`src/include/tdo_pkg.sv`:
```
// constants, field layouts and carrier types of the touch detect output logic
// assumes a single 50 MHz clock; the cycle counts below are derived from it
package tdo_pkg;

  // clock
  localparam int unsigned CLK_HZ        = 50_000_000;
  localparam int unsigned CLK_PER_US    = CLK_HZ / 1_000_000;

  // millisecond time base for the on-duration timer
  localparam int unsigned TICK_US       = 1000;
  localparam int unsigned TICK_CYCLES   = TICK_US * CLK_PER_US;

  // max on-duration settings
  localparam int unsigned TMO_SHORT_S   = 10;
  localparam int unsigned TMO_LONG_S    = 60;
  localparam int unsigned TMO_SHORT_MS  = TMO_SHORT_S * 1000;
  localparam int unsigned TMO_LONG_MS   = TMO_LONG_S * 1000;

  // health pulse: output released to high impedance after each burst
  localparam int unsigned HEALTH_US     = 300;
  localparam int unsigned HEALTH_CYCLES = HEALTH_US * CLK_PER_US;

  // detection
  localparam logic [4:0]  THR_HIGH_GAIN = 5'h06;
  localparam logic [4:0]  THR_LOW_GAIN  = 5'h0C;
  localparam int unsigned HYST_PCT      = 17;
  localparam logic [1:0]  INTEG_LIMIT   = 2'h3;

  // register map, byte addresses on the Avalon-MM slave
  localparam logic [3:0]  REG_CTRL      = 4'h0;
  localparam logic [3:0]  REG_STATUS    = 4'h4;
  localparam logic [3:0]  REG_REF       = 4'h8;
  localparam logic [3:0]  REG_SAMPLE    = 4'hC;

  // control register: drift divider in the low byte
  localparam int unsigned CTRL_DRIFT_LSB = 0;
  localparam logic [7:0]  CTRL_DRIFT_RST = 8'h10;

  // status register field positions
  localparam int unsigned ST_DETECT     = 0;
  localparam int unsigned ST_OUT        = 1;
  localparam int unsigned ST_OE         = 2;
  localparam int unsigned ST_TOGGLE     = 3;
  localparam int unsigned ST_TMO_LSB    = 4;
  localparam int unsigned ST_GAIN       = 6;
  localparam int unsigned ST_INTEG_LSB  = 8;
  localparam int unsigned ST_PHASE_LSB  = 12;

  localparam logic [15:0] REF_RST       = 16'h0000;

  typedef enum logic [1:0] {TMO_SHORT, TMO_LONG, TMO_NONE} tdo_tmo_e;
  typedef enum logic [1:0] {PH_STRAP, PH_CAL, PH_RUN} tdo_phase_e;

  // option set captured once after power-up
  typedef struct packed {
    logic     toggle_mode;
    tdo_tmo_e tmo;
    logic     gain_high;
  } tdo_cfg_s;

  // Avalon-MM request as seen by the slave
  typedef struct packed {
    logic [3:0]  address;
    logic        read;
    logic        write;
    logic [31:0] writedata;
  } tdo_avs_req_s;

  // whole state of the top module
  typedef struct packed {
    tdo_phase_e  phase;
    tdo_cfg_s    cfg;
    logic [15:0] ref_lvl;
    logic [15:0] last;
    logic [1:0]  integ;
    logic        detect;
    logic        toggle;
    logic [7:0]  drift_div;
    logic [7:0]  drift_cnt;
    logic [15:0] health_cnt;
    logic        out;
    logic        oe;
    logic        wait_req;
    logic [31:0] rdata;
  } tdo_state_s;

endpackage

```
`src/verilog/tdo_ontimer.sv`:
```
// on-duration timer: counts milliseconds while a detection stands
// assumes i_run drops within a few cycles of o_expired
`timescale 1ns/1ns
module tdo_ontimer #(
  parameter int unsigned TICK_CYCLES = tdo_pkg::TICK_CYCLES
) (
  input  wire logic        i_clk,
  input  wire logic        i_rst,
  input  wire logic        i_run,
  input  wire logic [15:0] i_limit_ms,
  output logic             o_expired
);

  typedef struct packed {
    logic [15:0] div;
    logic [15:0] ms;
    logic        expired;
  } tdo_tmr_s;

  tdo_tmr_s q;
  tdo_tmr_s d;

  always_comb begin
    d         = q;
    d.expired = 1'b0;
    if (!i_run) begin
      // restart from zero so each detection gets the full interval
      d.div = 16'h0000;
      d.ms  = 16'h0000;
    end else if (q.div == 16'(TICK_CYCLES - 1)) begin
      d.div = 16'h0000;
      if (q.ms == i_limit_ms - 16'h0001) begin
        d.expired = 1'b1;
        d.ms      = 16'h0000;
      end else begin
        d.ms = q.ms + 16'h0001;
      end
    end else begin
      d.div = q.div + 16'h0001;
    end
  end

  always_ff @(posedge i_clk or posedge i_rst) begin
    if (i_rst) begin
      q <= '0;
    end else begin
      q <= d;
    end
  end

  assign o_expired = q.expired;

endmodule // tdo_ontimer

```
`src/verilog/tdo_touch_out.sv`:
```
// touch detect output logic: threshold, integrator, on-duration, output pin
// assumes one burst measurement per I_SAMPLE_VALID pulse, straps tied firmly
//
// The Avalon-MM register port and the address map were decided locally.
`timescale 1ns/1ns
module tdo_touch_out #(
  parameter int unsigned TICK_CYCLES   = tdo_pkg::TICK_CYCLES,
  parameter int unsigned TMO_SHORT_MS  = tdo_pkg::TMO_SHORT_MS,
  parameter int unsigned TMO_LONG_MS   = tdo_pkg::TMO_LONG_MS,
  parameter int unsigned HEALTH_CYCLES = tdo_pkg::HEALTH_CYCLES
) (
  input  wire logic        I_CLOCK,
  input  wire logic        I_RST,
  input  wire logic        I_SAMPLE_VALID,
  input  wire logic [15:0] I_SAMPLE,
  input  wire logic        I_OPTION_STRAP_A,
  input  wire logic        I_OPTION_STRAP_B,
  input  wire logic        I_GAIN_STRAP,
  input  wire logic [3:0]  I_AVS_ADDRESS,
  input  wire logic        I_AVS_READ,
  input  wire logic        I_AVS_WRITE,
  input  wire logic [31:0] I_AVS_WRITEDATA,
  output logic [31:0]      O_AVS_READDATA,
  output logic             O_AVS_WAITREQUEST,
  output logic             O_OUT,
  output logic             O_OUT_OE
);

  tdo_pkg::tdo_state_s   q;
  tdo_pkg::tdo_state_s   d;
  tdo_pkg::tdo_avs_req_s req;
  logic                  expired;
  logic [15:0]           limit_ms;
  logic                  run_tmr;

  // strap pair decode
  function automatic tdo_pkg::tdo_cfg_s decode_straps(input logic a,
                                                      input logic b,
                                                      input logic g);
    tdo_pkg::tdo_cfg_s c;
    c.gain_high   = g;
    c.toggle_mode = 1'b0;
    c.tmo         = tdo_pkg::TMO_SHORT;
    unique case ({a, b})
      2'b11: c.tmo = tdo_pkg::TMO_SHORT;
      2'b10: c.tmo = tdo_pkg::TMO_LONG;
      2'b00: begin
        c.toggle_mode = 1'b1;
        c.tmo         = tdo_pkg::TMO_SHORT;
      end
      2'b01: c.tmo = tdo_pkg::TMO_NONE;
    endcase
    return c;
  endfunction

  // gain strap picks the offset above the reference
  function automatic logic [4:0] thr_of(input logic gain_high);
    return gain_high ? tdo_pkg::THR_HIGH_GAIN : tdo_pkg::THR_LOW_GAIN;
  endfunction

  // hysteresis in whole counts, truncated
  function automatic logic [4:0] hyst_of(input logic [4:0] thr);
    int unsigned h;
    h = (int'(thr) * tdo_pkg::HYST_PCT) / 100;
    return 5'(h);
  endfunction

  // one slew-limited step of the reference toward the raw signal
  function automatic logic [15:0] track_step(input logic [15:0] ref_now,
                                             input logic [15:0] raw);
    logic [15:0] r;
    r = ref_now;
    if (raw > ref_now) begin
      r = ref_now + 16'h0001;
    end else if (raw < ref_now) begin
      r = ref_now - 16'h0001;
    end
    return r;
  endfunction

  // signed distance above the reference against set and release levels
  function automatic logic [1:0] judge(input logic [15:0] raw,
                                       input logic [15:0] ref_now,
                                       input logic [4:0]  thr,
                                       input logic [4:0]  rel);
    logic signed [16:0] delta;
    logic               over;
    logic               hold;
    delta = signed'({1'b0, raw}) - signed'({1'b0, ref_now});
    over  = delta >= signed'({12'h000, thr});
    hold  = delta >= signed'({12'h000, rel});
    return {over, hold};
  endfunction

  // status word as software reads it
  function automatic logic [31:0] status_word(input tdo_pkg::tdo_state_s s);
    logic [31:0] w;
    w                             = 32'h00000000;
    w[tdo_pkg::ST_DETECT]         = s.detect;
    w[tdo_pkg::ST_OUT]            = s.out;
    w[tdo_pkg::ST_OE]             = s.oe;
    w[tdo_pkg::ST_TOGGLE]         = s.cfg.toggle_mode;
    w[tdo_pkg::ST_TMO_LSB +: 2]   = s.cfg.tmo;
    w[tdo_pkg::ST_GAIN]           = s.cfg.gain_high;
    w[tdo_pkg::ST_INTEG_LSB +: 2] = s.integ;
    w[tdo_pkg::ST_PHASE_LSB +: 2] = s.phase;
    return w;
  endfunction

  // read mux; unmapped offsets read as zero
  function automatic logic [31:0] read_word(input tdo_pkg::tdo_state_s s,
                                            input logic [3:0]          addr);
    logic [31:0] w;
    w = 32'h00000000;
    unique case (addr)
      tdo_pkg::REG_CTRL:   w = {24'h000000, s.drift_div};
      tdo_pkg::REG_STATUS: w = status_word(s);
      tdo_pkg::REG_REF:    w = {16'h0000, s.ref_lvl};
      tdo_pkg::REG_SAMPLE: w = {16'h0000, s.last};
      default:             w = 32'h00000000;
    endcase
    return w;
  endfunction

  // only the control register takes writes; the rest are read-only
  function automatic logic [7:0] ctrl_next(input logic [7:0]            now,
                                           input tdo_pkg::tdo_avs_req_s r,
                                           input logic                  answer);
    logic [7:0] v;
    v = now;
    if (r.write && answer && r.address == tdo_pkg::REG_CTRL) begin
      v = r.writedata[tdo_pkg::CTRL_DRIFT_LSB +: 8];
    end
    return v;
  endfunction

  assign req.address   = I_AVS_ADDRESS;
  assign req.read      = I_AVS_READ;
  assign req.write     = I_AVS_WRITE;
  assign req.writedata = I_AVS_WRITEDATA;

  // timer only runs when a finite limit applies
  assign run_tmr  = q.detect && (q.phase == tdo_pkg::PH_RUN) &&
                    (q.cfg.tmo != tdo_pkg::TMO_NONE);
  assign limit_ms = (q.cfg.tmo == tdo_pkg::TMO_LONG) ? 16'(TMO_LONG_MS)
                                                     : 16'(TMO_SHORT_MS);

  tdo_ontimer #(
    .TICK_CYCLES (TICK_CYCLES)
  ) u_ontimer (
    .i_clk      (I_CLOCK),
    .i_rst      (I_RST),
    .i_run      (run_tmr),
    .i_limit_ms (limit_ms),
    .o_expired  (expired)
  );

  always_comb begin
    logic [4:0] thr;
    logic [4:0] rel;
    logic       over;
    logic       hold;
    logic       was_det;
    logic       bus_take;
    // offsets only; the reference is added inside judge
    thr      = thr_of(q.cfg.gain_high);
    rel      = thr - hyst_of(thr);
    over     = 1'b0;
    hold     = 1'b0;
    was_det  = q.detect;
    bus_take = (req.read || req.write) && q.wait_req;
    d        = q;

    unique case (q.phase)
      tdo_pkg::PH_STRAP: begin
        // one clocked capture after reset release, never again
        d.cfg   = decode_straps(I_OPTION_STRAP_A, I_OPTION_STRAP_B, I_GAIN_STRAP);
        d.phase = tdo_pkg::PH_CAL;
      end
      tdo_pkg::PH_CAL: begin
        if (I_SAMPLE_VALID) begin
          // full recalibration: reference restarts at the present signal
          d.ref_lvl   = I_SAMPLE;
          d.last      = I_SAMPLE;
          d.integ     = 2'h0;
          d.detect    = 1'b0;
          d.drift_cnt = 8'h00;
          d.phase     = tdo_pkg::PH_RUN;
        end
      end
      tdo_pkg::PH_RUN: begin
        if (expired) begin
          // stuck detection: drop it and rebuild the reference
          d.detect = 1'b0;
          d.integ  = 2'h0;
          d.phase  = tdo_pkg::PH_CAL;
        end else if (I_SAMPLE_VALID) begin
          d.last = I_SAMPLE;
          // threshold and release ride on the reference, never absolute
          {over, hold} = judge(I_SAMPLE, q.ref_lvl, thr, rel);
          if (q.detect) begin
            if (!hold) begin
              d.detect = 1'b0;
              d.integ  = 2'h0;
            end
          end else if (over) begin
            if (q.integ == tdo_pkg::INTEG_LIMIT - 2'h1) begin
              d.detect = 1'b1;
              d.integ  = tdo_pkg::INTEG_LIMIT;
            end else begin
              d.integ = q.integ + 2'h1;
            end
          end else begin
            d.integ = 2'h0;
          end
          // slow slew-limited tracking, never while detecting
          if (!q.detect) begin
            if (q.drift_cnt >= q.drift_div) begin
              d.drift_cnt = 8'h00;
              d.ref_lvl = track_step(q.ref_lvl, I_SAMPLE);
            end else begin
              d.drift_cnt = q.drift_cnt + 8'h01;
            end
          end
        end
      end
      default: d.phase = tdo_pkg::PH_CAL;
    endcase

    // output follows the integrator's decision of this burst
    if (d.detect && !was_det) begin
      d.toggle = ~q.toggle;
    end
    if (q.cfg.toggle_mode) begin
      d.out = ~d.toggle;
    end else begin
      d.out = ~d.detect;
    end

    // health pulse after every burst except in the strap capture cycle, whatever the output state
    if (I_SAMPLE_VALID && q.phase != tdo_pkg::PH_STRAP) begin
      d.health_cnt = 16'(HEALTH_CYCLES);
    end else if (q.health_cnt != 16'h0000) begin
      d.health_cnt = q.health_cnt - 16'h0001;
    end
    d.oe = (d.health_cnt == 16'h0000);
    // level frozen while released; a late change shows once driven again
    if (!q.oe && !d.oe) begin
      d.out = q.out;
    end

    // Avalon slave: one wait cycle, answer on the second
    d.wait_req = !bus_take;
    // read data stays until the next read answer
    if (bus_take && req.read) begin
      d.rdata = read_word(q, req.address);
    end
    // write lands on the edge where waitrequest is seen low
    d.drift_div = ctrl_next(q.drift_div, req, !q.wait_req);
  end

  always_ff @(posedge I_CLOCK or posedge I_RST) begin
    if (I_RST) begin
      // pin driven high and bus busy from the first instant of reset
      q            <= '0;
      q.phase      <= tdo_pkg::PH_STRAP;
      q.cfg        <= '0;
      q.ref_lvl    <= tdo_pkg::REF_RST;
      q.drift_div  <= tdo_pkg::CTRL_DRIFT_RST;
      q.out        <= 1'b1;
      q.oe         <= 1'b1;
      q.wait_req   <= 1'b1;
    end else begin
      q <= d;
    end
  end

  // every output is a flop of q, no logic after the register
  assign O_AVS_READDATA    = q.rdata;
  assign O_AVS_WAITREQUEST = q.wait_req;
  assign O_OUT             = q.out;
  assign O_OUT_OE          = q.oe;

endmodule // tdo_touch_out

```
`config.mk`:
```
export PLATFORM = sky130hd
export DESIGN_NAME = tdo_touch_out
export DESIGN_NICKNAME = d
export VERILOG_FILES = /design/src/include/tdo_pkg.sv /design/src/verilog/tdo_ontimer.sv /design/src/verilog/tdo_touch_out.sv
export SDC_FILE = /design/constraint.sdc
export NUM_CORES = 1
export LEC_CHECK = 0
export ABC_AREA = 1
export BUFFER_PORTS_ARGS = -buffer_cell sky130_fd_sc_hd__buf_2
export CAP_MARGIN = 5
export CORE_MARGIN = 10
export CORE_UTILIZATION = 30
export DETAILED_ROUTE_END_ITERATION = 8
export HOLD_SLACK_MARGIN = 0.02
export PLACE_DENSITY = 0.42
export SLEW_MARGIN = 0
export SYNTH_ARGS = -nofsm -noshare
export SYNTH_HDL_FRONTEND = slang
export SYNTH_HIERARCHICAL = 1
export SYNTH_SLANG_ARGS = --single-unit
```
`constraint.sdc`:
```
create_clock -name I_CLOCK -period 5.78 [get_ports I_CLOCK]
set_input_delay 0.289 -clock I_CLOCK [delete_from_list [all_inputs] [get_ports I_CLOCK]]
set_output_delay 0.289 -clock I_CLOCK [all_outputs]
set_load 0.005 [all_outputs]
```
## Yosys cells after proc, flatten, opt, wreduce, memory -nomap -nowiden

Cells that the tools add are included.

| operators by class | value |
|---|---|
| $add $sub $neg | 10 |
| multipliers | 1 |
| divide/modulo/power cells | 1 |
| $lt $le $gt $ge | 5 |
| equal/unequal tests | 23 |
| multiplexer cells | 39 |
| bitwise operators | 3 |
| reductions and logical operators | 28 |

Operators by type and width:

| kind | number |
|---|---|
| 16-bit 2-to-1 mux | 9 |
| 35-bit 2-to-1 mux | 2 |
| 35-bit case mux with 2 select lines | 1 |
| 32-bit 2-to-1 mux | 2 |
| 16-bit case mux with 4 select lines | 1 |
| 16-bit by 1-bit adder with 16-bit output (second input constant) | 3 |
| 16-bit by 1-bit subtractor with 16-bit output (second input constant) | 3 |
| 8-bit 2-to-1 mux | 5 |
| 10-bit by 7-bit divider with 32-bit output (second input constant) | 1 |
| 17-bit by 5-bit >= comparator with 1-bit output | 1 |
| 17-bit by 6-bit >= comparator with 1-bit output | 1 |
| 17-bit 2-to-1 mux | 1 |
| 16-bit by 16-bit subtractor with 17-bit output | 1 |
| 16-bit == test | 1 |
| 16-bit == test (second input constant) | 1 |
| 16-bit > comparator | 1 |
| 16-bit logical NOT | 1 |
| 16-bit less-than comparator | 1 |
| 8-bit case mux with 2 select lines | 1 |
| 16-bit nonzero test | 1 |
| 2-bit inequality test (second input constant) | 6 |
| 1-bit logical AND | 9 |
| 4-bit by 5-bit multiplier with 9-bit output (second input constant) | 1 |
| 3-bit 2-to-1 mux | 3 |
| other kinds (28) | 53 |

| word-level totals | value |
|---|---|
| flip-flop bits (word level) | 142 |
| output and inout bits | 35 |

## Logic depth before layout (Yosys ltp)

Gate-level depths: netlist of run 1.

| depth | value |
|---|---|
| word-level depth | 14 |
| gate-level depth with buffers | 28 |
| depth with buffers taken out | 28 |

## Modules after synthesis

The synthesis of run 1 kept the hierarchy.

Modules (own cells, without submodules):

| module | instances | cells an instance | area each (um^2) |
|---|---|---|---|
| tdo_touch_out | 1 | 1004 | 7108.1 |
| tdo_ontimer | 1 | 417 | 2800.2 |

## Worst setup path after synthesis of run 1

OpenSTA, ideal clock, no wires.

| path | value |
|---|---|
| path type | reg2reg |
| start | register q[97] in the netlist's numbering |
| end | register q[102] in the netlist's numbering |
| data arrival time | 3.303 ns |
| slack | 2.349 ns |
| cell stages (with the launch flop) | 24 |
| clock period less this slack | 3.431 ns |
| path through | dfrtp_1 -> inv_1 -> ha_1 -> nand2_1 -> nor2_4 -> and2_1 -> nand2_2 -> nand2_2 -> nand2_1 -> nand2_1 -> nand2_1 -> ha_1 -> inv_1 -> nor3_1 -> nand3_1 -> o2111ai_1 -> nand3_1 -> nand2_1 -> nand3_1 -> o21bai_1 -> xor2_1 -> o22ai_1 -> nand2_1 -> o21ai_0 |

| between the ends | value |
|---|---|
| cells in the longest elaborated chain, start to end | 8 |
| elaborated cells between the ends (all ways) | 13 |
| those cells by class | add/sub (2); order compare (2); eq/ne (1); mux (7); reduce/logical (1) |

Ends and longest elaborated chain:

| what | line | RTL |
|---|---|---|
| start: declaration | tdo_touch_out.sv:29 | `tdo_pkg::tdo_state_s q;` |
| 16-bit by 1-bit subtractor with 16-bit output | tdo_touch_out.sv:76 | `r = ref_now - 16'h0001;` |
| 16-bit 2-to-1 mux | tdo_touch_out.sv:75 | `end else if (raw < ref_now) begin` |
| 16-bit 2-to-1 mux | tdo_touch_out.sv:73 | `if (raw > ref_now) begin` |
| 16-bit 2-to-1 mux | tdo_touch_out.sv:218 | `if (q.drift_cnt >= q.drift_div) begin` |
| 16-bit 2-to-1 mux | tdo_touch_out.sv:217 | `if (!q.detect) begin` |
| 35-bit 2-to-1 mux | tdo_touch_out.sv:197 | `end else if (I_SAMPLE_VALID) begin` |
| 32-bit 2-to-1 mux | tdo_touch_out.sv:192 | `if (expired) begin` |
| 35-bit case mux with 2 select lines | tdo_touch_out.sv:174 | `unique case (q.phase)` |

Several ways; a longest one is shown, not always the timed one. The select of a mux whose other input is x is not followed.
A chain may end at the register's enable or synchronous reset.

## Worst setup path in the final report of run 1

| path | value |
|---|---|
| start | register q[89] in the netlist's numbering |
| end | register q[102] in the netlist's numbering |

The elaborated chain is that of the path after synthesis.

==> reports/metrics.yaml, run 1 <==
status:
  status: "completed"
synthesis:
  synth_top_family_by_area: "simple AND/OR/NAND/NOR gates"
  seq_area_frac_synth: 0.319
  synthMuxAreaShare: 0.00114
  synthArstFlopShare: 1.00
  synth_compound_area_frac: 0.117
  ys_types: 53
  synth_flop_cell: "dfrtp_1"
  yosys-top-cells-area: "dfrtp_1, nand2_1, inv_1"
  yosys.area_share.adder: 0.0710
  syn_avg_cell_area_um2: 6.97
  synth_edf_count: 0
  synth-seq-cells: 126
  synth_top_cell_by_area: "dfrtp_1"
  ys_warn_count: 6
  syn_area_um2: 9910
  synth-xor-area-share: 0.0388
  synth-simple-area-share: 0.328
  synthesis.instances: 1421
  yosysTopAreaCellShare: 0.308
detailed_routing:
  wl_mm: 28.7
  first_pass_iters: 5
  route.vias.total: 8938
  drc_errors: 0
  drtIter0Drc: 436
  wl_per_cell_um: 14.8
  avgViaCountPerCell: 4.60
  antenna_left: 0
worst_setup_path:
  crit_path_max_fanout: 17
  arrival_ps: 4730
  slowest_stage: "ha_1"
  max_stage_delay_ps: 590
  crit_buf_inv: 1
  worstPathCellList: "inv_1, ha_1, nand3_1, nand2_2, nand2_1, nand2_2, nand2_2, nand2_2, nand2_1, nand2_1, nand2_1, ha_1, nand2_1, o21ai_0, nand2_1, o2111ai_1, nand3_1, nand2_1, nand3_1, o21bai_1, xor2_1, o22ai_1, nand2_1, o21ai_0"
  cp_top_family: "simple AND/OR/NAND/NOR gates"
  crit_top_cell: "nand2_1"
  end_kind: "flip-flop"
  path_class: "flip-flop to flip-flop"
  critPathRequiredTime_ps: 6070
  startpoint_type: "flip-flop"
power_and_ir_drop:
  p_leak_uw: 0.00549
  peakVddDrop_mv: 0.259
  total_power_uw: 4280
  powerDensity_nw_per_um2: 381
clocking:
  cts_root_buf: "clkbuf_16"
  clkTransAtPathRegs_ps: 60
  htreeDepth: 4
  cts_max_path_buffers: 2
  cts_tree: "built"
  cts_inserted_buffers: 17
  clock-sinks: 126
  clock_latency_ps: 440
global_routing:
  grt_pass1_wl_mm: 46.5
  antenna_found_initial: 0
  grt_start_max_net_pins: 59
  grt_pass1_vias: 8603
  overflow: 0
  track_usage: 0.141
final_layout:
  regArea_um2: 3160
  finish.net_count: 1605
  areaGrowthSynthToFinish_pct: 13.5
  stdcell_count: 1945
  fillerInstances: 3638
  antenna_cells: 0
  multi_input_area_um2: 5660
  drive_above_1_share: 0.122
sta:
  slew_viol_final: 0
  finalSetupViolCount: 0
  finalSetupTns_ps: 0
  period_minus_slack_ps: 4440
  relSlewSlack: 0.489
  hold_viol_final: 0
  tightest_slew_ps: 760
  max_freq_mhz: 225
  finalClockSkew_ps: 16.0
  rsz0062_at_grt: "false"
  finalCritPeriodShare: 0.768
floorplan:
  ioPinCount: 95
  die_x_um: 202
  die_h_um: 202
  die_area_um2: 40700
  core-area_um2: 32500
  initial_utilization: 0.305
  core.rowCount: 66
place:
  routabilityCongestion: 0.833
  dp_hpwl_mm: 22.7
  numPortBuffers: 54
  placed_cells: 1910
run:
  cap_viol_max_count: 0
hold_path:
  hold_path.class: "input port to flip-flop"
final timing paths:
kind | startpoint | endpoint | slack (ps) | cells past startpoint
worst max-delay path | q[89] | q[102] | 1340 | 24
worst max register to register | q[89] | q[102] | 1340 | 24
min in group asynchronous | I_RST | q[60] | 450 | 3
worst min-delay path | I_OPTION_STRAP_B | q[106] | 100 | 2
max in group asynchronous | I_RST | q[79] | 4180 | 4
worst min register to register | u_ontimer/q[17] | u_ontimer/q[17] | 460 | 1
cell type report:
class | count | share of cell area
well taps | 442 | 0.0492
repair buffers | 64 | 0.0314
inverters | 236 | 0.0790
flip-flops and latches | 126 | 0.281
multi-input cells | 1045 | 0.504
clock buffers | 20 | 0.0397
clock inverters | 12 | 0.0162
cells in the mapped netlist, types with 11 or more instances:
master / instances
nor2_2: 19
nand4_1: 23
nand2_1: 338
nor2_1: 125
nor3_1: 30
nand2_2: 22
nand3_1: 89
ha_1: 53
buf_4: 34
xor2_1: 24
dfrtp_1: 122
o22ai_1: 44
a21oi_1: 58
nand3_2: 13
nand3b_1: 11
o21ai_0: 69
inv_1: 227
xnor2_1: 18
flip-flops by register name (all words and copies together) (netlist names):
name and count:
u_ontimer/o_expired 1, O_OUT 1, q 74, O_AVS_READDATA 16, u_ontimer/q 32, O_OUT_OE 1, O_AVS_WAITREQUEST 1
metrics by stage:
step	setup slack (ps)	utilization	hold WS, ps	area (um2)
final	1340	0.346	95.7	11200
after global routing	900	0.346	90.0	11200
after CTS	1330	0.346	71.7	11200
after detailed placement	1360	0.325	384	10600
after global placement	1360	0.325	376	10600
after floorplan	2350	-	352	10100
per-layer routing:
layer,track usage,share of wire
met5,0,0
met3,0.0251,0.038
met4,0.0333,0.0097
met1,0.192,0.49
met2,0.228,0.46
cells in the final DEF (no fill, tap or decap), types with 4 or more instances in the layout:
master	count
o21ai_0	69
nand3b_1	11
bufinv_16	4
o32ai_1	6
nand2_4	4
clkbuf_16	17
nor2_2	19
o22ai_1	44
inv_1	226
a21oi_2	7
buf_4	7
ha_1	53
inv_2	6
and2_1	5
conb_1	41
nand2_2	22
dfrtp_1	122
nor2_4	5
dfstp_2	4
nor4_1	7
nand3_1	89
buf_2	54
nand2_1	338
xor2_1	24
a21oi_1	58
nor2_1	125
nor3_1	30
nand3_2	13
xnor2_1	18
nand4_1	23
where the power goes:
part / internal [uW] / leakage (uW) / total [uW] / switching [uW]
combinational: 639 / 0.00355 / 1970 / 1330
clock: 737 / 0.000298 / 1170 / 433
sequential: 1040 / 0.00164 / 1140 / 99.5
total: 2420 / 0.00549 / 4280 / 1860
what timing repair did:
item,4_1_cts,5_1_grt
endpoints found under the setup margin,0,0
setup buffers,0,0
gates resized for setup,0,0
hold buffers,3,0
hold endpoints to repair,69,0
logic make-up (layout without fill, tap and decap cells):
logic type,after synthesis,in the layout
adders and majority gates,55,55
xor gates and xnor gates,43,43
AOI/OAI and AO/OA,203,203
DFF,126,126
muxes,1,1
buffers and inverters,289,332
other,2,41
and+or+nand+nor,702,702
Note: power is estimated with default switching activity, not from simulation.
==> run 2, diff against run 1 <==
PLACE_DENSITY = 0.44   (was 0.42)
clock period = 3.75 ns   (was 5.78 ns; I/O delays follow)
==> run 2 against run 1 <==
Net effect: clock-buffer cell count stayed put; first-iteration DRC count up 7.1%; sequential power rose by 54%; combinational power up 93%; critical path depth is 4 higher; worst setup slack lost 1100 ps; cell count up 5.1%; register-to-register slack got worse by 1100 ps; via count is 4.2% higher; non-clock buffer count is 100 higher; worst hold slack lost 47 ps; utilization grew 3.2 points; critical path type unchanged; critical endpoint is now q[101]; largest cell class unchanged; highest routed layer unchanged.
==> reports/metrics.yaml, run 2 (synthesis gave the netlist of run 1 again) <==
hold_path:
  hold_path_end: "q[79]"
  min_path_cells: 3
  hold_path.class: "input port to flip-flop"
  worstHoldStart: "I_SAMPLE[8]"
detailed_routing:
  route.vias.total: 9309
  avgViaCountPerCell: 4.55
  drc_errors: 0
  wl_per_cell_um: 14.5
  first_pass_iters: 5
  antenna_left: 0
  wl_mm: 29.6
  drtIter0Drc: 467
sta:
  hold_viol_final: 0
  max_freq_mhz: 287
  slew_viol_final: 0
  tightest_slew_ps: 651
  finalCritPeriodShare: 0.929
  finalSetupViolCount: 0
  relSlewSlack: 0.565
  period_minus_slack_ps: 3480
  finalClockSkew_ps: 14.5
global_routing:
  busiest_layer: "met2"
  grt_use_met1: 0.197
  overflow: 0
  antenna_found_initial: 0
  track_usage: 0.146
  met3_usage: 0.0280
  grt_start_max_net_pins: 40
  met2_usage: 0.235
  grt_pass1_wl_mm: 47.8
  grt_pass1_vias: 8980
floorplan:
  core.rowCount: 66
  die_area_um2: 40700
  core-area_um2: 32500
  die_x_um: 202
  ioPinCount: 95
  die_h_um: 202
  initial_utilization: 0.305
place:
  placed_cells: 1991
  numPortBuffers: 54
  dp_hpwl_mm: 23.4
  routabilityCongestion: 0.856
clocking:
  cts_inserted_buffers: 17
  htreeDepth: 4
  clkTransAtPathRegs_ps: 70
  cts_max_path_buffers: 2
  cts_tree: "built"
  clock_latency_ps: 450
  clock-sinks: 126
  cts_root_buf: "clkbuf_16"
worst_setup_path:
  r2r_start: "q[91]"
  worst-r2r-setup-slack_ps: 270
  path_class: "flip-flop to flip-flop"
  crit_path_max_fanout: 6
  end_kind: "flip-flop"
  slowest_stage: "dfrtp_1"
  worstSetupStartpoint: "q[91]"
  crit_top_cell: "nand2_1"
  r2r-end: "q[101]"
  startpoint_type: "flip-flop"
  r2r_cells: 28
  arrival_ps: 3790
  max_stage_delay_ps: 370
  critPathRequiredTime_ps: 4060
power_and_ir_drop:
  powerDensity_nw_per_um2: 599
  peakVddDrop_mv: 0.427
  p_leak_uw: 0.00597
  total_power_uw: 7360
final_layout:
  antenna_cells: 0
  areaGrowthSynthToFinish_pct: 24.0
  final_common_cell: "nand2_1"
  regArea_um2: 3160
  largest_reg_flops: 74
  drive_above_1_share: 0.192
  finish.net_count: 1705
  largest-register: "q"
  fillerInstances: 3538
  multi_input_area_um2: 5900
  layout_common_cells: "nand2_1, inv_1, nor2_1, dfrtp_1, buf_4"
  stdcell_count: 2045
run:
  cap_viol_max_count: 0
status:
  status: "completed"
## run 2: cell types whose count changed in the layout (fill, tap and decap cells not counted), moves of 4 or more
cell and change:
inv_2 +4, ha_1 -14, inv_1 -4, ha_4 +14, buf_4 +88, nor3_2 +4
dlygate4sd3_1 +10, nand2_2 +5, nor3_1 -4, nand2_1 -6
## run 2: repair_timing
item,CTS,global route
hold endpoints to repair,81,0
buffers inserted,0,8
endpoints found under the setup margin,0,7
hold buffers,13,0
gates resized for setup,0,36
## run 2: how the worst max path moves through the flow
stage | end | slack [ps] | cells after the start
2_1_floorplan | q[102] | 320 | 23
3_3_place_gp | q[102] | 110 | 25
3_5_place_dp | q[102] | 100 | 25
4_1_cts | q[100] | 60 | 24
5_1_grt | q[102] | -20 | 25
6_report | q[101] | 270 | 28
## run 2: through the flow
step	setup slack [ps]	hold WS [ps]	TNS, ps	area, um2	util
finish	265	48.5	0	12300	0.378
global route	-22.8	44.4	-35.0	12300	0.378
CTS	58.9	28.9	0	12000	0.368
detailed placement	103	95.9	0	11200	0.344
global placement	106	93.9	0	11200	0.344
floorplan	319	251	0	10100	-
## run 2: area by class of cell
cell class,count,area share
Multi-Input combinational cell,1045,0.480
Sequential cell,126,0.257
Timing Repair Buffer,164,0.0943
Inverter,236,0.0723
Tap cell,442,0.0450
Clock buffer,20,0.0364
Clock inverter,12,0.0150
## run 2: power by group
part	switching [uW]	leakage (uW)	internal [uW]	total (uW)
Sequential	149	0.00164	1600	1750
Clock	670	0.000289	1130	1800
Combinational	2250	0.00404	1550	3800
## run 2: worst max-delay path: cells and delay by family (launching register included)
kind / cells / cell delay (ps)
and+or+nand+nor: 17 / 1420
adders and majority gates: 2 / 550
AOI/OAI and AO/OA: 5 / 540
buffers and inverters: 4 / 460
DFF: 1 / 370
## run 2: metal layers
metal,up-vias,share of wire
met1,4291,0.49
met5,-,0
li1,4846,-
met2,147,0.46
met3,25,0.041
met4,0,0.011
